==> src/pkg/tm_pkg.sv <==
package tm_pkg;

    // --------------------------------------------------------------------
    // widths
    // --------------------------------------------------------------------
    localparam int CNT_W  = 10;   // counter and compare a width
    localparam int BYTE_W = 8;    // low byte and holding buffer width
    localparam int CKS_W  = 3;    // clock select field width
    localparam int RP_W   = 3;    // period compare field width

    // --------------------------------------------------------------------
    // register byte addresses (one aligned word each)
    // --------------------------------------------------------------------
    localparam logic [11:0] CTRL0_OFF  = 12'h000;  // pause, clock select, on, period
    localparam logic [11:0] CTRL1_OFF  = 12'h004;  // mode, output fn, polarity, clear sel
    localparam logic [11:0] CNTL_OFF   = 12'h008;  // counter low byte
    localparam logic [11:0] CNTH_OFF   = 12'h00C;  // counter high byte
    localparam logic [11:0] CMPL_OFF   = 12'h010;  // compare a low byte
    localparam logic [11:0] CMPH_OFF   = 12'h014;  // compare a high byte
    localparam logic [11:0] PINSEL_OFF = 12'h018;  // output pin select and inversion
    localparam logic [11:0] IRQST_OFF  = 12'h01C;  // sticky interrupt status
    localparam logic [11:0] IRQMSK_OFF = 12'h020;  // interrupt mask

    // --------------------------------------------------------------------
    // field positions
    // --------------------------------------------------------------------
    localparam int C0_PAUSE = 7;  // ctrl0 pause bit
    localparam int C0_CKS   = 4;  // ctrl0 clock select lsb
    localparam int C0_ON    = 3;  // ctrl0 on bit
    localparam int C0_RP    = 0;  // ctrl0 period lsb
    localparam int C1_MODE  = 6;  // ctrl1 mode lsb
    localparam int C1_IO    = 4;  // ctrl1 output function lsb
    localparam int C1_OC    = 3;  // ctrl1 initial output level
    localparam int C1_POL   = 2;  // ctrl1 output polarity
    localparam int C1_CCLR  = 0;  // ctrl1 clear select: 0 period, 1 compare a
    localparam int IRQ_W    = 3;  // a match, period match, overflow

    // --------------------------------------------------------------------
    // clock select codes
    // --------------------------------------------------------------------
    localparam logic [2:0] CKS_SYS4  = 3'h0;  // system clock / 4
    localparam logic [2:0] CKS_SYS   = 3'h1;  // system clock
    localparam logic [2:0] CKS_H16   = 3'h2;  // high clock / 16
    localparam logic [2:0] CKS_H64   = 3'h3;  // high clock / 64
    localparam logic [2:0] CKS_SUBA  = 3'h4;  // subsidiary clock
    localparam logic [2:0] CKS_SUBB  = 3'h5;  // subsidiary clock
    localparam logic [2:0] CKS_RISE  = 3'h6;  // external input rising
    localparam logic [2:0] CKS_FALL  = 3'h7;  // external input falling

    // --------------------------------------------------------------------
    // operating modes and output functions
    // --------------------------------------------------------------------
    typedef enum logic [1:0] {
        MODE_CMP   = 2'h0,  // compare match output
        MODE_CAP   = 2'h1,  // capture input (standard type only)
        MODE_PWM   = 2'h2,  // edge pwm
        MODE_TIMER = 2'h3   // timer / counter
    } mode_t;

    localparam logic [1:0] IO_NONE = 2'h0;  // no change / pwm inactive
    localparam logic [1:0] IO_LOW  = 2'h1;  // drive low / pwm active
    localparam logic [1:0] IO_HIGH = 2'h2;  // drive high / pwm output
    localparam logic [1:0] IO_TOG  = 2'h3;  // toggle

    // prescale dividers
    localparam int DIV4  = 4;
    localparam int DIV16 = 16;
    localparam int DIV64 = 64;

endpackage

==> src/rtl/tm_clock_sel.sv <==
`timescale 1ns/1ps
// picks the counter tick from internal ratios or the external pin
module tm_clock_sel (
    // clock and reset
    input  wire logic        pclk,
    input  wire logic        presetn,
    // selection
    input  wire logic [2:0]  clock_select_field,
    // sources, already synchronised
    input  wire logic        high_clock_tick,
    input  wire logic        sub_clock_tick,
    input  wire logic        ext_sync,
    // result
    output logic             tick,
    output logic             ext_routed
);

    // ------------------------------------------------------------------
    // state
    // ------------------------------------------------------------------
    typedef struct packed {
        logic [5:0] sys_div;  // system clock prescaler
        logic [5:0] h_div;    // high clock prescaler
        logic       ext_q;    // last external level
    } clk_state_t;

    clk_state_t st;       // registered state
    clk_state_t next_st;  // next state

    // ------------------------------------------------------------------
    // prescalers and edge detect
    // ------------------------------------------------------------------
    always_comb begin
        next_st         = st;
        next_st.sys_div = st.sys_div + 6'h01;
        next_st.ext_q   = ext_sync;
        if (high_clock_tick) begin
            next_st.h_div = st.h_div + 6'h01;
        end
    end

    always_ff @(posedge pclk or negedge presetn) begin
        if (!presetn) begin
            st <= '0;
        end else begin
            st <= next_st;
        end
    end

    // ------------------------------------------------------------------
    // source mux
    // ------------------------------------------------------------------
    // clock source mux
    always_comb begin
        case (clock_select_field)
            tm_pkg::CKS_SYS4: tick = (st.sys_div[1:0] == 2'h3);
            tm_pkg::CKS_SYS:  tick = 1'b1;
            tm_pkg::CKS_H16:  tick = high_clock_tick && (st.h_div[3:0] == 4'hF);
            tm_pkg::CKS_H64:  tick = high_clock_tick && (st.h_div == 6'h3F);
            tm_pkg::CKS_SUBA: tick = sub_clock_tick;
            tm_pkg::CKS_SUBB: tick = sub_clock_tick;
            tm_pkg::CKS_RISE: tick = ext_sync && !st.ext_q;
            tm_pkg::CKS_FALL: tick = !ext_sync && st.ext_q;
            default:          tick = 1'b0;
        endcase
    end

    assign ext_routed = clock_select_field[2] && clock_select_field[1];

endmodule // tm_clock_sel

==> src/rtl/tm_byte_access.sv <==
`timescale 1ns/1ps
// low/high byte access with the shared 8-bit holding buffer
module tm_byte_access (
    // clock and reset
    input  wire logic        pclk,
    input  wire logic        presetn,
    // strobes from the bus slave
    input  wire logic        wr_low,
    input  wire logic        wr_high,
    input  wire logic        rd_high,
    input  wire logic [7:0]  wdata,
    // live 10-bit value that a high read latches from
    input  wire logic [9:0]  live_value,
    // results
    output logic      [7:0]  buffer,
    output logic      [9:0]  stored,
    output logic             stored_load
);

    // ------------------------------------------------------------------
    // state
    // ------------------------------------------------------------------
    typedef struct packed {
        logic [7:0] buf_q;  // holding buffer
        logic [9:0] value;  // stored compare value
    } byte_state_t;

    byte_state_t st;       // registered state
    byte_state_t next_st;  // next state

    // ------------------------------------------------------------------
    // buffer transfers
    // ------------------------------------------------------------------
    always_comb begin
        next_st = st;
        if (wr_low) begin
            next_st.buf_q = wdata;
        end
        // high write copies buffer to low
        if (wr_high) begin
            next_st.value = {wdata[1:0], st.buf_q};
        end
        if (rd_high) begin
            next_st.buf_q = live_value[7:0];
        end
    end

    always_ff @(posedge pclk or negedge presetn) begin
        if (!presetn) begin
            st <= '0;
        end else begin
            st <= next_st;
        end
    end

    assign buffer      = st.buf_q;
    assign stored      = st.value;
    assign stored_load = wr_high;

endmodule // tm_byte_access

==> src/rtl/tm_core.sv <==
// Local design decisions: the register offsets and the APB slave port.
`timescale 1ns/1ps
// Behaviour
// - two modules on a 10-bit counter
// - timer, capture, compare, pwm modes
// - three-bit field selects counter clock
// - external input edge rising or falling
// - pin routed only when selected
// - match raises interrupt, clears, drives pin
// - separate a and period interrupts
// - compare drives high, low or toggles
// - output pin carries pwm waveform
// - compact type has complementary output pair
// - select bit enables each output pin
// - counter and compare a split bytes
// - low bytes go through holding buffer
// - high write commits buffered low byte
// - high read latches low into buffer
module tm_core #(
    // ten-bit counter, standard or compact type
    parameter bit STANDARD = 1'b0  // 1 standard type, 0 compact type
) (
    // apb
    input  wire logic        pclk,
    input  wire logic        presetn,
    input  wire logic        psel,
    input  wire logic        penable,
    input  wire logic        pwrite,
    input  wire logic [11:0] paddr,
    input  wire logic [31:0] pwdata,
    output logic      [31:0] prdata,
    output logic             pready,
    output logic             pslverr,
    // clock sources
    input  wire logic        high_clock_tick,
    input  wire logic        sub_clock_tick,
    input  wire logic        external_count_input,
    // pins
    input  wire logic        capture_input,
    output logic             timer_output_pin_a,
    output logic             timer_output_pin_b,
    output logic             timer_output_en_a,
    output logic             timer_output_en_b,
    output logic             ext_input_routed,
    // interrupt
    output logic             irq
);

    // ------------------------------------------------------------------
    // state
    // ------------------------------------------------------------------
    typedef struct packed {
        logic [7:0]  ctrl0;      // pause, clock select, on, period
        logic [7:0]  ctrl1;      // mode, output fn, init, pol, clear sel
        logic [3:0]  pinsel;     // [0] out a sel, [1] out b sel, [2] inv a, [3] inv b
        logic [9:0]  count;      // counter
        logic        out_q;      // output level
        logic [2:0]  status;     // sticky events
        logic [2:0]  mask;       // interrupt mask
        logic [1:0]  ext_sync;   // pin synchroniser
        logic [1:0]  cap_sync;   // capture synchroniser
        logic        cap_q;      // last capture level
        logic [31:0] rdata;      // read data
    } core_state_t;

    core_state_t st;       // registered state
    core_state_t next_st;  // next state

    // ------------------------------------------------------------------
    // bus decode
    // ------------------------------------------------------------------
    logic        acc;        // access phase
    logic        wr;         // write strobe
    logic        rd;         // read in setup phase
    logic [9:0]  cmp_a;      // compare a value
    logic [7:0]  cmp_buf;    // compare holding buffer
    logic [7:0]  cnt_buf;    // counter holding buffer
    logic        tick;       // counter tick
    logic        ext_routed; // pin routed to clock

    assign acc     = psel && penable;
    assign wr      = acc && pwrite;
    assign rd      = psel && !penable && !pwrite;
    assign pready  = 1'b1;
    assign prdata  = st.rdata;

    // decodes an address against a register
    function automatic logic hit(input logic [11:0] a, input logic [11:0] off);
        hit = (a == off);
    endfunction

    assign pslverr = acc && !(hit(paddr, tm_pkg::CTRL0_OFF) || hit(paddr, tm_pkg::CTRL1_OFF)
                     || hit(paddr, tm_pkg::CNTL_OFF) || hit(paddr, tm_pkg::CNTH_OFF)
                     || hit(paddr, tm_pkg::CMPL_OFF) || hit(paddr, tm_pkg::CMPH_OFF)
                     || hit(paddr, tm_pkg::PINSEL_OFF) || hit(paddr, tm_pkg::IRQST_OFF)
                     || hit(paddr, tm_pkg::IRQMSK_OFF));

    // ------------------------------------------------------------------
    // submodules
    // ------------------------------------------------------------------
    tm_clock_sel u_clk (
        .pclk               (pclk),
        .presetn            (presetn),
        .clock_select_field (st.ctrl0[tm_pkg::C0_CKS +: tm_pkg::CKS_W]),
        .high_clock_tick    (high_clock_tick),
        .sub_clock_tick     (sub_clock_tick),
        .ext_sync           (st.ext_sync[1]),
        .tick               (tick),
        .ext_routed         (ext_routed)
    );

    // a high read latches its low byte at the setup edge, the same edge that
    // captures the high data, so a running counter still reads as one value
    // compare a byte pair
    tm_byte_access u_cmp (
        .pclk        (pclk),
        .presetn     (presetn),
        .wr_low      (wr && hit(paddr, tm_pkg::CMPL_OFF)),
        .wr_high     (wr && hit(paddr, tm_pkg::CMPH_OFF)),
        .rd_high     (rd && hit(paddr, tm_pkg::CMPH_OFF)),
        .wdata       (pwdata[7:0]),
        .live_value  (cmp_a),
        .buffer      (cmp_buf),
        .stored      (cmp_a),
        .stored_load ()
    );

    tm_byte_access u_cnt (
        .pclk        (pclk),
        .presetn     (presetn),
        .wr_low      (1'b0),
        .wr_high     (1'b0),
        .rd_high     (rd && hit(paddr, tm_pkg::CNTH_OFF)),
        .wdata       (8'h00),
        .live_value  (st.count),
        .buffer      (cnt_buf),
        .stored      (),
        .stored_load ()
    );

    // ------------------------------------------------------------------
    // counter decode
    // ------------------------------------------------------------------
    logic        on;         // counter enabled
    logic        paused;     // counter paused
    logic        run;        // counter steps this cycle
    logic [1:0]  mode;       // operating mode
    logic [1:0]  iofn;       // output function
    logic        match_a;    // compare a match
    logic        match_p;    // period match
    logic        ovf;        // wrap at all ones
    logic        on_rise;    // on bit rising
    logic [2:0]  rp;         // period field
    logic        cap_edge;   // capture edge

    assign on      = st.ctrl0[tm_pkg::C0_ON];
    assign paused  = st.ctrl0[tm_pkg::C0_PAUSE];
    assign run     = on && !paused && tick;
    assign mode    = st.ctrl1[tm_pkg::C1_MODE +: 2];
    assign iofn    = st.ctrl1[tm_pkg::C1_IO +: 2];
    assign rp      = st.ctrl0[tm_pkg::C0_RP +: tm_pkg::RP_W];
    assign match_a = run && (st.count == cmp_a);
    assign match_p = run && (rp != 3'h0) && (st.count[9:7] == rp);
    assign ovf     = run && (st.count == 10'h3FF);
    assign on_rise = wr && hit(paddr, tm_pkg::CTRL0_OFF) && pwdata[tm_pkg::C0_ON] && !on;
    assign cap_edge = STANDARD && (mode == tm_pkg::MODE_CAP)
                      && (st.cap_sync[1] != st.cap_q);

    // ------------------------------------------------------------------
    // next state
    // ------------------------------------------------------------------
    always_comb begin
        next_st          = st;
        next_st.ext_sync = {st.ext_sync[0], external_count_input};
        next_st.cap_sync = {st.cap_sync[0], capture_input};
        next_st.cap_q    = st.cap_sync[1];

        if (run) begin
            next_st.count = st.count + 10'h001;
        end
        if ((st.ctrl1[tm_pkg::C1_CCLR] && match_a) || (!st.ctrl1[tm_pkg::C1_CCLR] && match_p)) begin
            next_st.count = '0;
        end

        if (mode == tm_pkg::MODE_CMP && match_a) begin
            case (iofn)
                tm_pkg::IO_LOW:  next_st.out_q = 1'b0;
                tm_pkg::IO_HIGH: next_st.out_q = 1'b1;
                tm_pkg::IO_TOG:  next_st.out_q = !st.out_q;
                default:         next_st.out_q = st.out_q;
            endcase
        end else if (mode == tm_pkg::MODE_PWM) begin
            case (iofn)
                tm_pkg::IO_NONE: next_st.out_q = 1'b0;
                tm_pkg::IO_LOW:  next_st.out_q = 1'b1;
                tm_pkg::IO_HIGH: next_st.out_q = (st.count < cmp_a);
                default:         next_st.out_q = st.out_q;
            endcase
        end else if (STANDARD && mode == tm_pkg::MODE_CAP && cap_edge) begin
            // single pulse style response on capture edge
            next_st.out_q = !st.out_q;
        end

        // register writes
        if (wr) begin
            if (hit(paddr, tm_pkg::CTRL0_OFF)) begin
                next_st.ctrl0 = pwdata[7:0];
            end
            if (hit(paddr, tm_pkg::CTRL1_OFF)) begin
                next_st.ctrl1 = pwdata[7:0];
            end
            if (hit(paddr, tm_pkg::PINSEL_OFF)) begin
                next_st.pinsel = pwdata[3:0];
            end
            if (hit(paddr, tm_pkg::IRQMSK_OFF)) begin
                next_st.mask = pwdata[2:0];
            end
            if (hit(paddr, tm_pkg::IRQST_OFF)) begin
                next_st.status = st.status & ~pwdata[2:0];
            end
        end
        // counter restart on enable
        if (on_rise) begin
            next_st.count = '0;
            next_st.out_q = st.ctrl1[tm_pkg::C1_OC];
        end

        next_st.status = next_st.status | {ovf, match_p, match_a};

        // read data captured in setup phase
        next_st.rdata = '0;
        if (rd) begin
            case (paddr)
                tm_pkg::CTRL0_OFF:  next_st.rdata = {24'h0000_00, st.ctrl0};
                tm_pkg::CTRL1_OFF:  next_st.rdata = {24'h0000_00, st.ctrl1};
                tm_pkg::CNTL_OFF:   next_st.rdata = {24'h0000_00, cnt_buf};
                tm_pkg::CNTH_OFF:   next_st.rdata = {30'h0000_0000, st.count[9:8]};
                tm_pkg::CMPL_OFF:   next_st.rdata = {24'h0000_00, cmp_buf};
                tm_pkg::CMPH_OFF:   next_st.rdata = {30'h0000_0000, cmp_a[9:8]};
                tm_pkg::PINSEL_OFF: next_st.rdata = {28'h0000_000, st.pinsel};
                tm_pkg::IRQST_OFF:  next_st.rdata = {29'h0000_0000, st.status};
                tm_pkg::IRQMSK_OFF: next_st.rdata = {29'h0000_0000, st.mask};
                default:            next_st.rdata = '0;
            endcase
        end
    end

    always_ff @(posedge pclk or negedge presetn) begin
        if (!presetn) begin
            st <= '0;
        end else begin
            st <= next_st;
        end
    end

    // ------------------------------------------------------------------
    // outputs
    // ------------------------------------------------------------------
    logic level;  // output after polarity

    assign level = st.out_q ^ st.ctrl1[tm_pkg::C1_POL];
    assign timer_output_pin_a = (level ^ st.pinsel[2]) && st.pinsel[0];
    assign timer_output_en_a  = st.pinsel[0] && (mode != tm_pkg::MODE_TIMER);
    // second pin only on compact type
    assign timer_output_pin_b = !STANDARD && (level ^ st.pinsel[3]) && st.pinsel[1];
    assign timer_output_en_b  = !STANDARD && st.pinsel[1] && (mode != tm_pkg::MODE_TIMER);
    assign ext_input_routed   = ext_routed;
    assign irq                = |(st.status & st.mask);

    // ------------------------------------------------------------------
    // assertions
    // ------------------------------------------------------------------
    // all ones wraps to zero
    AST_WRAP: assert property (@(posedge pclk) disable iff (!presetn)
        ovf && !on_rise |=> st.count == 10'h000)
        else $error("counter did not wrap");

    // wrap sets the overflow flag
    AST_OVF: assert property (@(posedge pclk) disable iff (!presetn)
        ovf |=> st.status[2])
        else $error("overflow event lost");

    // compare a match sets its flag
    AST_A_IRQ: assert property (@(posedge pclk) disable iff (!presetn)
        match_a |=> st.status[0])
        else $error("compare a event lost");

    // period match sets its flag
    AST_P_IRQ: assert property (@(posedge pclk) disable iff (!presetn)
        match_p |=> st.status[1])
        else $error("period event lost");

    // compare a clears the counter when chosen
    AST_CLR: assert property (@(posedge pclk) disable iff (!presetn)
        match_a && st.ctrl1[tm_pkg::C1_CCLR] |=> st.count == 10'h000)
        else $error("compare a did not clear");

    // drive-high action on a match
    AST_HIGH: assert property (@(posedge pclk) disable iff (!presetn)
        match_a && mode == tm_pkg::MODE_CMP && iofn == tm_pkg::IO_HIGH && !on_rise
        |=> st.out_q)
        else $error("output not driven high");

    // drive-low action on a match
    AST_LOW: assert property (@(posedge pclk) disable iff (!presetn)
        match_a && mode == tm_pkg::MODE_CMP && iofn == tm_pkg::IO_LOW && !on_rise
        |=> !st.out_q)
        else $error("output not driven low");

    // toggle action on a match
    AST_TOG: assert property (@(posedge pclk) disable iff (!presetn)
        match_a && mode == tm_pkg::MODE_CMP && iofn == tm_pkg::IO_TOG && !on_rise
        |=> st.out_q != $past(st.out_q))
        else $error("output did not toggle");

    // unselected pin stays quiet
    AST_SEL: assert property (@(posedge pclk) disable iff (!presetn)
        !st.pinsel[0] |-> !timer_output_pin_a && !timer_output_en_a)
        else $error("unselected pin driven");

    // high write commits the buffered low byte
    AST_CMPW: assert property (@(posedge pclk) disable iff (!presetn)
        wr && hit(paddr, tm_pkg::CMPH_OFF)
        |=> cmp_a == {$past(pwdata[1:0]), $past(cmp_buf)})
        else $error("compare high write wrong");

    // high read latches the low byte
    AST_CNTR: assert property (@(posedge pclk) disable iff (!presetn)
        rd && hit(paddr, tm_pkg::CNTH_OFF) |=> cnt_buf == $past(st.count[7:0]))
        else $error("counter low not latched");

    // unmasked event raises the line
    AST_IRQ: assert property (@(posedge pclk) disable iff (!presetn)
        match_a && st.mask[0] && !(wr && hit(paddr, tm_pkg::IRQMSK_OFF)) |=> irq)
        else $error("interrupt not raised");

endmodule // tm_core

==> config.mk <==
export PLATFORM = sky130hd
export DESIGN_NAME = tm_core
export DESIGN_NICKNAME = d
export VERILOG_FILES = /design/src/pkg/tm_pkg.sv /design/src/rtl/tm_clock_sel.sv /design/src/rtl/tm_byte_access.sv /design/src/rtl/tm_core.sv
export SDC_FILE = /design/constraint.sdc
export NUM_CORES = 1
export LEC_CHECK = 0
export ABC_AREA = 1
export BUFFER_PORTS_ARGS = -buffer_cell sky130_fd_sc_hd__buf_2
export CAP_MARGIN = 20
export CORE_MARGIN = 2
export CORE_UTILIZATION = 52
export CTS_BUF_LIST = sky130_fd_sc_hd__clkbuf_4 sky130_fd_sc_hd__clkbuf_8
export CTS_CLUSTER_DIAMETER = 150
export DETAILED_ROUTE_END_ITERATION = 12
export PLACE_DENSITY = 0.75
export SLEW_MARGIN = 25
export SYNTH_ARGS = -nofsm -noshare
export SYNTH_HDL_FRONTEND = slang
export SYNTH_SLANG_ARGS = --single-unit
export TNS_END_PERCENT = 5
==> constraint.sdc <==
create_clock -name pclk -period 1.7 [get_ports pclk]
set_clock_uncertainty 0.15 [all_clocks]
set_input_delay 0.17 -clock pclk [delete_from_list [all_inputs] [get_ports pclk]]
set_output_delay 0.17 -clock pclk [all_outputs]
set_load 0.005 [all_outputs]
Word level (Yosys, flattened, before mapping) --
Cells that the tools add are included.
Word-level totals: output and inout port bits 40, register bits 110, input bits 53
Cells by class: multiplexer cells 15, add/sub/neg operators 3, bitwise operators 7, reduce and logical (&&, ||, !) cells 64, equal/unequal tests 27, $lt $le $gt $ge 1
Operators by type and width (number):
- one-hot mux 8 bit (9 select lines) | 1
- == test 12 x 5 -> 1 bit (second input constant) | 4
- logical AND 1 bit | 30
- == test 12 x 4 -> 1 bit (second input constant) | 2
- 2-to-1 mux 8 bit | 3
- 2-to-1 mux 10 bit | 2
- adder 6 x 1 -> 6 bit (second input constant) | 2
- == test 12 x 3 -> 1 bit (second input constant) | 1
- == test 12 x 6 -> 1 bit (second input constant) | 1
- == test 3 bit (second input constant) | 4
- zero test 12 bit | 1
- 2-to-1 mux 11 bit | 1
- adder 10 x 1 -> 10 bit (second input constant) | 1
- == test 10 bit | 1
- == test 10 bit (second input constant) | 1
- < comparator 10 bit | 1
- zero test 1 bit | 9
- logical OR 1 bit | 9
- nonzero test 3 bit | 3
- == test 2 bit (second input constant) | 4
- AND reduction 2 bit | 4
- one-hot mux 1 bit (7 select lines) | 1
- bitwise AND 3 bit | 2
- == test 3 x 2 -> 1 bit (second input constant) | 2
- 21 further kinds | 27

Depth between registers and ports, before layout --
Gate-level depths: netlist (run 1).
word-level depth 11, gate-level depth with buffers 13

Hierarchy --
From an unflattened synthesis (run 1), not the netlist that was laid out.
Second synthesis, totals: cell total of the unflattened synthesis 718, area total of the unflattened synthesis 5470.2 um^2
Modules (own cells, without submodules):
- tm_core | cells an instance 492, area an instance 3478.3 um^2, times used 1
- tm_byte_access | cells an instance 87, area an instance 775.7 um^2, times used 2
- tm_clock_sel | cells an instance 52, area an instance 440.4 um^2, times used 1

Worst setup path before layout (run 1) --
OpenSTA, ideal clock, no wires.
path type register -> register, start point register st[52] (netlist bit), end point register st[51] (netlist bit), arrival time 1573 ps, library setup time 121 ps, stages on the path, launching flop included 11, path slack -145 ps, buffers on the path 0, cells stage by stage dfrtp_1 ha_1 nand2_1 nor2_1 nand2_1 nor2_1 nand2_2 nand2_1 nand2_2 nand2_4 o21ai_2
On the way: cells in the longest elaborated chain, start to end 6
RTL lines:
- from (decl) | RTL line tm_core.sv:66 | core_state_t st;
- from (signal assigned) | RTL line tm_core.sv:252 | st <= next_st;
- == test 10 bit or == test 3 bit (tied branches) | RTL line tm_core.sv:162, tm_core.sv:163
- logical AND 1 bit, on equally long branches | RTL line tm_core.sv:162, tm_core.sv:163
- logical AND 1 bit | RTL line tm_core.sv:181 | if ((st.ctrl1[tm_pkg::C1_CCLR] && match_a) || (!st.ctrl1[tm_pkg::C1_CCLR] && match_p)) begin
- logical OR 1 bit (*) | RTL line tm_core.sv:181
- 2-to-1 mux 10 bit | RTL line tm_core.sv:181
- 2-to-1 mux 11 bit | RTL line tm_core.sv:223 | if (on_rise) begin
Mark *: on every way between the ends. The rest lies on a longest branch, timed or not. A chain may end at the register's enable or synchronous reset.

Final worst setup path (run 1) --
start point register u_cmp.st, in the netlist u_cmp.stored[3], end point register st[46] (netlist bit)
On the way: cells in the longest elaborated chain, start to end 6
RTL lines:
- from (decl) | RTL line tm_byte_access.sv:28 | byte_state_t st;
- from (signal assigned) | RTL line tm_byte_access.sv:52 | st <= next_st;
- == test 10 bit (*) | RTL line tm_core.sv:162 | assign match_a = run && (st.count == cmp_a);
- logical AND 1 bit (*) | RTL line tm_core.sv:162
- logical AND 1 bit (*) | RTL line tm_core.sv:181
- logical OR 1 bit (*) | RTL line tm_core.sv:181
- 2-to-1 mux 10 bit | RTL line tm_core.sv:181
- 2-to-1 mux 11 bit | RTL line tm_core.sv:223
Marked as above.

==> flow_summary.rst, run 1 <==
.. list-table::
   :header-rows: 1

   * - Metric
     - Value
   * - DRC Markers
     - 0
   * - Clock latency at the later pin of the worst-skew pair
     - 0.38 ns
   * - Cell taking the most area after synthesis
     - sky130_fd_sc_hd__dfrtp_1
   * - Clock slew at reported path FFs
     - 0.10 ns
   * - Synth Area in Simple Gates
     - 0.238
   * - Failing checks
     - setup timing
   * - Width of the chip
     - 99.1 µm
   * - Boundary Pins
     - 93
   * - Share of cell area taken by muxes after synthesis
     - 0
   * - XOR/XNOR share of the synthesized area
     - 0.0186
   * - Number of clock sinks seen by CTS
     - 82
   * - Compound-cell area share of the yosys netlist
     - 0.132
   * - Worst slack at placement
     - -0.158 ns
   * - Most used flip-flop cell after synthesis
     - sky130_fd_sc_hd__dfrtp_1
   * - Post-synthesis share of cell area spent on full adders, half adders and majority gates
     - 0.0452
   * - Final Core Density
     - 0.675
   * - Quantity of I/O buffers inserted on ports
     - 42
   * - Fmax achieved
     - a little over 500 MHz
   * - Total gr overflow
     - 0
   * - Yosys top cell area share
     - 0.436
   * - Arrival time at the worst endpoint
     - ~2.1 ns
   * - Post-synthesis register bit count
     - 82
   * - Largest family of logic cells by synthesized area
     - simple AND/OR/NAND/NOR gates
   * - Master cell of the clock root buffer
     - sky130_fd_sc_hd__clkbuf_8
   * - Endpoint type of the worst setup path
     - flip-flop
   * - CTS tree
     - done
   * - Antenna-violating nets left
     - 0
   * - Crit Path Class
     - reg -> reg
   * - Final-layout fill cell count
     - 714
   * - Fraction of the yosys area taken by sequential cells
     - 0.436
   * - Level count of the clock H-tree
     - 3
   * - Std-Cell Rows
     - 34
   * - Result of the run
     - finished, violations left
   * - Startpoint kind of the worst setup timing path
     - flip-flop
   * - Initial antenna violation count
     - 0
   * - Post-Syn Area per Cell
     - 7.91 µm²
   * - Warnings from Yosys
     - 0
   * - Number of antenna diodes
     - 0
   * - Drt wl/cell
     - 15.4 µm
   * - Count of different cell masters after synthesis
     - 37
   * - Final Hold Fails
     - 0
   * - Pwr per Cell Area
     - 728 nW/µm²
   * - DRC violation total after the first TritonRoute iteration
     - 383
   * - Area added between synthesis and finish
     - 25.7%
   * - Largest net degree at the start of global routing
     - 40
   * - Initial Util
     - 0.537
   * - Sum Neg Setup Slack
     - -2.21 ns
   * - Required arrival time at the worst endpoint
     - 1.83 ns
   * - Combined area of all synthesized cells
     - 4700 µm²
   * - Core outline area
     - 8760 µm²
   * - Proportion of layout cells with a drive suffix above 1
     - 0.272
   * - Cells after Synth
     - around 600
   * - Full die area
     - 9820 µm²
   * - Maximum fanout encountered on the critical timing path
     - 3
   * - Placed wire-length estimate
     - 9130 µm
   * - CTS max path bufs
     - 2
   * - Crit path time final
     - 1.95 ns
   * - Number of global-route vias before repair
     - between 4000 and 5000
   * - Final routed wirelength across all metal layers
     - approximately 13000 µm
   * - Synth async-reset ratio
     - 1.00
   * - Die Y-Extent
     - slightly below 100 µm
   * - Clock buffers created by TritonCTS
     - 9
   * - Worst Slack Setup Final
     - -0.247 ns
   * - Class of the tightest hold or removal check
     - in -> reg
   * - Portion of the clock cycle consumed by the worst path in the final layout
     - 1.15
   * - DR vias
     - between 4000 and 5000
   * - Setup repair after global routing missed its margin
     - true
   * - Initial DRT Pass Iterations
     - 7
   * - Max-cap viol count
     - 0
   * - Overall global routing resource usage
     - 0.262
   * - Detailed-route vias per instance
     - 5.32
   * - Final GP Congestion
     - 0.994
   * - Static leakage power
     - 2.94 nW
   * - Endpoints failing setup
     - 15
   * - Largest cells by area after synthesis
     - sky130_fd_sc_hd__dfrtp_1 44%, sky130_fd_sc_hd__nand2_1 10%, sky130_fd_sc_hd__o21ai_0 7.1%
   * - Overall power
     - 4.30 mW
   * - Number of max-slew violations in the final report
     - 0
   * - Worst IR drop on VDD
     - 0.436 mV
   * - Count of flip-flops with a built-in enable after synthesis
     - 0
   * - First-pass GRT wire length
     - 20200 µm
   * - Final Net Count
     - 785
## logic make-up (layout without fill, tap and decap cells)
kind of cell               count (synthesis)  count (layout)
buffers and inverters                    127             229
DFF                                       82              82
AOI/OAI and AO/OA                        110             110
other                                      2              25
adders and majority gates                 17              17
and+or+nand+nor                          247             247
xor gates and xnor gates                  10              10
## per-stage QoR
step / hold WS [ns] / std cells / instance area, µm²
after floorplan: -0.276 / 618 / 4800
after global placement: -0.0395 / 792 / 5370
after detailed placement: -0.0355 / 792 / 5370
after CTS: 0.0246 / 824 / 5790
after global routing: 0.0499 / 828 / 5910
final: 0.0385 / 828 / 5910
## final cells by class
| type | instances | area [µm²] | share of cell area |
|---|---|---|---|
| Clock inverter | 7 | 85.1 | 0.0144 |
| Clock buffer | 9 | 124 | 0.0209 |
| Tap cell | 108 | 135 | 0.0228 |
| Timing Repair Buffer | 124 | 896 | 0.151 |
| Sequential cell | 82 | 2050 | 0.347 |
| Inverter | 89 | 334 | 0.0565 |
| Multi-Input combinational cell | 409 | 2290 | 0.387 |
## sequential cells by signal, summed over array words and instances, names as in the netlist
register      flops
next_st           1
iofn              2
u_cnt.buffer      8
paused            1
prdata            8
u_cmp.buffer      8
u_clk.st          9
u_cmp.stored     10
mode              2
st               29
rp                3
on                1
## path summary, 6_finish.rpt
path	start	endpoint	slack, ns	cells past startpoint
max	u_cmp.stored[3]$_DFFE_PN0P_	st[46]$_DFFE_PN0P_	-0.25	10
min	high_clock_tick	u_clk.st[3]$_DFFE_PN0P_	0.04	4
max reg2reg	u_cmp.stored[3]$_DFFE_PN0P_	st[46]$_DFFE_PN0P_	-0.25	10
min reg2reg	next_st[36]$_DFF_PN0_	st[36]$_DFF_PN0_	0.23	0
max in group asynchronous	presetn	u_cmp.stored[8]$_DFFE_PN0P_	0.74	3
min in group asynchronous	presetn	u_clk.st[8]$_DFF_PN0_	0.09	2
## repair_timing
| action | in CTS | in global routing |
|---|---|---|
| cloned | 0 | 0 |
| pin swaps | 9 | 16 |
| setup endpoints to repair | 15 | 17 |
| gates resized for setup | 15 | 25 |
| hold endpoints to repair | 96 | 0 |
| setup buffers | 6 | 4 |
| hold buffers | 10 | 0 |
## routing by layer
layer,wire (µm),global-route usage
met3,1010,0.0485
met4,412,0.103
met5,0,0
met1,5420,0.360
met2,5900,0.413
## critical path: stages (launching register included)
cell and delay (ns):
sky130_fd_sc_hd__dfrtp_1 0.37, sky130_fd_sc_hd__inv_1 0.08, sky130_fd_sc_hd__ha_4 0.27, sky130_fd_sc_hd__nand2_1 0.09, sky130_fd_sc_hd__nor2_4 0.12, sky130_fd_sc_hd__nand2_1 0.10, sky130_fd_sc_hd__nor2_4 0.16, sky130_fd_sc_hd__nand2_4 0.07
sky130_fd_sc_hd__o211ai_1 0.22, sky130_fd_sc_hd__buf_4 0.19, sky130_fd_sc_hd__nor2_2 0.03
## synth_stat cells, types with 9 or more instances
master and number:
sky130_fd_sc_hd__buf_4 33, sky130_fd_sc_hd__dfrtp_1 82, sky130_fd_sc_hd__ha_1 17, sky130_fd_sc_hd__inv_1 82, sky130_fd_sc_hd__nand2_1 131, sky130_fd_sc_hd__nand3_1 22
sky130_fd_sc_hd__nor2_1 51, sky130_fd_sc_hd__nor3_1 9, sky130_fd_sc_hd__o21ai_0 67, sky130_fd_sc_hd__o21ai_1 10
## layout by cell type (no fill, tap or decap), types with 4 or more instances in the layout
cell type                       Yosys  layout
sky130_fd_sc_hd__a21oi_1            6       6
sky130_fd_sc_hd__buf_2              2      41
sky130_fd_sc_hd__buf_4             33      67
sky130_fd_sc_hd__buf_6              0       4
sky130_fd_sc_hd__clkbuf_8           0       9
sky130_fd_sc_hd__conb_1             2      25
sky130_fd_sc_hd__dfrtp_1           82      82
sky130_fd_sc_hd__dlygate4sd3_1      0       9
sky130_fd_sc_hd__ha_1              17      10
sky130_fd_sc_hd__ha_4               0       5
sky130_fd_sc_hd__inv_1             82      78
sky130_fd_sc_hd__inv_2              7      11
sky130_fd_sc_hd__nand2_1          131     125
sky130_fd_sc_hd__nand2_2            8      13
sky130_fd_sc_hd__nand3_1           22      20
sky130_fd_sc_hd__nand3_2            3       5
sky130_fd_sc_hd__nand4_1            8       8
sky130_fd_sc_hd__nor2_1            51      42
sky130_fd_sc_hd__nor2_2             4      10
sky130_fd_sc_hd__nor2_4             3       6
sky130_fd_sc_hd__nor3_1             9       8
sky130_fd_sc_hd__o21ai_0           67      65
sky130_fd_sc_hd__o21ai_1           10      12
sky130_fd_sc_hd__o21ai_2            5       5
sky130_fd_sc_hd__o22ai_1            7       7
sky130_fd_sc_hd__xor2_1             8       8
## power by group
part	internal [mW]	total [mW]	switching (mW)	leakage, nW
Sequential	2.04	2.11	0.0693	1.05
Combinational	0.337	0.674	0.338	1.79
Clock	0.706	1.52	0.813	0.0999
Total	3.08	4.30	1.22	2.94
No activity file was read; power rests on OpenSTA's default activity.
==> inputs of run 2 (changes only) <==
- CORE_UTILIZATION: 52 -> 53
- SYNTH_HIERARCHICAL: default -> 1
==> run 2 against run 1 <==
Net effect: synthesized cell count up 13%; clock power down 3%; maximum frequency down 5.0%; combinational power down 17%; non-clock buffer count down 5; area after synthesis up 7.8%; hold slack better by 0.010 ns; clock-buffer cell count up 2; via count up 7.5%; worst setup slack worse by 0.10 ns; the run still ends with setup timing left; largest power group unchanged; die area up 5.5%.
==> flow_summary.rst, run 2 <==
.. list-table::
   :header-rows: 1

   * - Metric
     - Value
   * - Number of clock sinks seen by CTS
     - 82
   * - Slowest-stage cell, CP
     - sky130_fd_sc_hd__dfrtp_1
   * - Peak per-stage delay on the critical path
     - 0.36 ns
   * - Fmax achieved
     - 488 MHz
   * - Number of global-route vias before repair
     - 4333
   * - Max-cap viol count
     - 0
   * - Endpoint of the worst hold path
     - st[38]$_DFFE_PN0P_
   * - Top library cells by usage in the layout, fill and taps aside
     - 175 x sky130_fd_sc_hd__nand2_1, 83 x sky130_fd_sc_hd__nand3_1, 82 x sky130_fd_sc_hd__dfrtp_1, 78 x sky130_fd_sc_hd__inv_1, 63 x sky130_fd_sc_hd__buf_4
   * - FF/Latch Area
     - 2050 µm²
   * - Core outline area
     - around 9200 µm²
   * - Std-Cell Rows
     - 35
   * - Flip-flop count of the largest register, all copies and words added
     - 29
   * - Endpoints failing setup
     - 14
   * - Quantity of I/O buffers inserted on ports
     - 42
   * - Arrival time at the worst endpoint
     - 2.15 ns
   * - Initial antenna violation count
     - 0
   * - Static leakage power
     - 3.33 nW
   * - Sum of buffers and inverters on the critical path
     - 0
   * - DRC violation total after the first TritonRoute iteration
     - 317
   * - Final routed wirelength across all metal layers
     - 13600 µm
   * - Total gr overflow
     - 0
   * - Clock buffers created by TritonCTS
     - 9
   * - CTS max path bufs
     - 2
   * - Die Y-Extent
     - 102 µm
   * - Cells on worst reg2reg path
     - 12
   * - Worst slack at placement
     - -0.318 ns
   * - Master cell of the clock root buffer
     - sky130_fd_sc_hd__clkbuf_8
   * - Startpoint kind of the worst setup timing path
     - flip-flop
   * - CP Cell Sequence
     - ha_2, nand2_2, nor2_4, a21oi_2, nor2_2, nand2_2, nor2_4, nand2_2, o21ai_4, nand2_4, nand3_4, o21ai_2
   * - First-pass GRT wire length
     - roughly 21000 µm
   * - Startpoint of the tightest hold check path
     - paddr[5]
   * - Boundary Pins
     - between 90 and 100
   * - Largest net degree at the start of global routing
     - 30
   * - Most common library cell in the layout ignoring fill and taps
     - sky130_fd_sc_hd__nand2_1
   * - Overall power
     - 4.13 mW
   * - Kind of cell with the highest combined delay on the critical path
     - simple AND/OR/NAND/NOR gates
   * - Setup repair after global routing missed its margin
     - true
   * - Initial Util
     - 0.549
   * - Worst IR drop on VDD
     - 0.483 mV
   * - Placed wire-length estimate
     - 10400 µm
   * - Endpoint type of the worst setup path
     - flip-flop
   * - Post-Syn Area per Cell
     - 7.52 µm²
   * - Width of the chip
     - around 100 µm
   * - Clock slew at reported path FFs
     - 0.09 ns
   * - Portion of the clock cycle consumed by the worst path in the final layout
     - 1.20
   * - Post-Route Hold Slack
     - 0.0485 ns
   * - Warnings from Yosys
     - 6
   * - Drt wl/cell
     - around 15 µm
   * - Worst Slack Setup Final
     - -0.348 ns
   * - Setup slack of the most critical reg-to-reg path
     - -0.35 ns
   * - Crit path time final
     - 2.05 ns
   * - Proportion of layout cells with a drive suffix above 1
     - 0.226
   * - Cell seen most often among critical-path stages
     - sky130_fd_sc_hd__nand2_2
   * - Largest Register
     - st
   * - Failing checks
     - setup timing
   * - Number of max-slew violations in the final report
     - 0
   * - Final GP Congestion
     - 0.972
   * - Crit Path Class
     - reg -> reg
   * - Cells after Synth
     - 674
   * - Initial DRT Pass Iterations
     - 5
   * - Hold path cells
     - 5
   * - Antenna-violating nets left
     - 0
   * - Clock latency at the later pin of the worst-skew pair
     - about 0.36 ns
   * - Detailed-route vias per instance
     - 5.12
   * - Start of the worst register-to-register path
     - u_clk/st[1]$_DFFE_PN0P_
   * - CTS tree
     - done
   * - Class of the tightest hold or removal check
     - in -> reg
   * - Required arrival time at the worst endpoint
     - 1.80 ns
   * - Area of combinational cells with multiple inputs
     - 2590 µm²
   * - Final Net Count
     - 861
   * - DR vias
     - 4736
   * - Result of the run
     - finished, violations left
   * - Number of antenna diodes
     - 0
   * - Maximum fanout encountered on the critical timing path
     - 7
   * - Combined area of all synthesized cells
     - between 5000 and 6000 µm²
   * - Crit Reg-Reg Endpoint
     - st[45]$_DFFE_PN0P_
   * - Level count of the clock H-tree
     - 3
   * - Pwr per Cell Area
     - 666 nW/µm²
   * - DRC Markers
     - 0
   * - Final Hold Fails
     - 0
   * - Area added between synthesis and finish
     - 22.3%
   * - Final-layout fill cell count
     - 809
   * - Full die area
     - 10400 µm²
   * - Overall global routing resource usage
     - 0.270
==> run 2: cell types whose count changed in the layout (fill, tap and decap cells not counted), moves of 5 or more <==
cell	before	now
sky130_fd_sc_hd__nand3_1	20	83
sky130_fd_sc_hd__ha_4	5	0
sky130_fd_sc_hd__o21ai_0	65	37
sky130_fd_sc_hd__nand2_1	125	175
sky130_fd_sc_hd__o22ai_1	7	1
sky130_fd_sc_hd__a21oi_1	6	12
sky130_fd_sc_hd__ha_1	10	16
sky130_fd_sc_hd__conb_1	25	34
sky130_fd_sc_hd__nand2_2	13	8
==> run 2: repair_timing <==
| item | 4_1_cts | 5_1_grt |
|---|---|---|
| endpoints found under the setup margin | 16 | 17 |
| hold buffers | 11 | 0 |
| pin swaps | 3 | 9 |
| hold endpoints to repair | 107 | 0 |
| gates resized for setup | 4 | 16 |
| setup buffers | 0 | 1 |
==> run 2: final cells by class <==
cell class | count | area share
clock buffers | 11 | 0.0224
clock inverters | 5 | 0.0103
inverters | 87 | 0.0527
multi-input cells | 492 | 0.418
flip-flops and latches | 82 | 0.331
well taps | 129 | 0.0260
repair buffers | 119 | 0.140
==> run 2: how the worst max path moves through the flow <==
stage,end,cells past startpoint,slack (ns),from
4_1_cts,st[43]$_DFFE_PN0P_,14,-0.30,u_clk/st[1]$_DFFE_PN0P_
3_3_place_gp,st[46]$_DFFE_PN0P_,12,-0.29,u_clk/st[2]$_DFFE_PN0P_
3_5_place_dp,st[46]$_DFFE_PN0P_,12,-0.32,u_clk/st[1]$_DFFE_PN0P_
5_1_grt,st[45]$_DFFE_PN0P_,14,-0.48,u_clk/st[1]$_DFFE_PN0P_
6_report,st[45]$_DFFE_PN0P_,12,-0.35,u_clk/st[1]$_DFFE_PN0P_
2_1_floorplan,st[44]$_DFFE_PN0P_,14,-0.29,u_clk/st[1]$_DFFE_PN0P_
==> run 2: metrics by stage <==
| step | TNS [ns] | cells | instance area (µm²) | utilization |
|---|---|---|---|---|
| detailed placement | -4.52 | 897 | 5790 | 0.626 |
| global placement | -3.75 | 897 | 5790 | 0.626 |
| floorplan | -3.07 | 706 | 5210 | - |
| global route | -6.10 | 925 | 6200 | 0.671 |
| finish | -4.18 | 925 | 6200 | 0.671 |
| CTS | -3.37 | 924 | 6130 | 0.663 |
==> run 2: routing by layer <==
metal	part of all wire	global-route usage	wire, µm	up-vias
li1	-	-	-	2310
met1	0.46	0.381	6250	2241
met2	0.46	0.427	6280	166
met3	0.058	0.0504	791	19
met4	0.017	0.0780	233	0
met5	0	0	0	-
==> run 2: worst min-delay path, cell delays in order <==
cell	delay (ns)
sky130_fd_sc_hd__buf_2	0.10
sky130_fd_sc_hd__nand2_1	0.08
sky130_fd_sc_hd__nor4_1	0.08
sky130_fd_sc_hd__nand2_1	0.06
sky130_fd_sc_hd__nand2_1	0.04
==> run 2: power by group <==
part / total [mW] / leakage (nW) / switching (mW) / internal, mW
logic: 0.562 / 2.20 / 0.303 / 0.259
clock network: 1.47 / 0.101 / 0.746 / 0.723
registers: 2.10 / 1.03 / 0.0582 / 2.04
total: 4.13 / 3.33 / 1.11 / 3.02
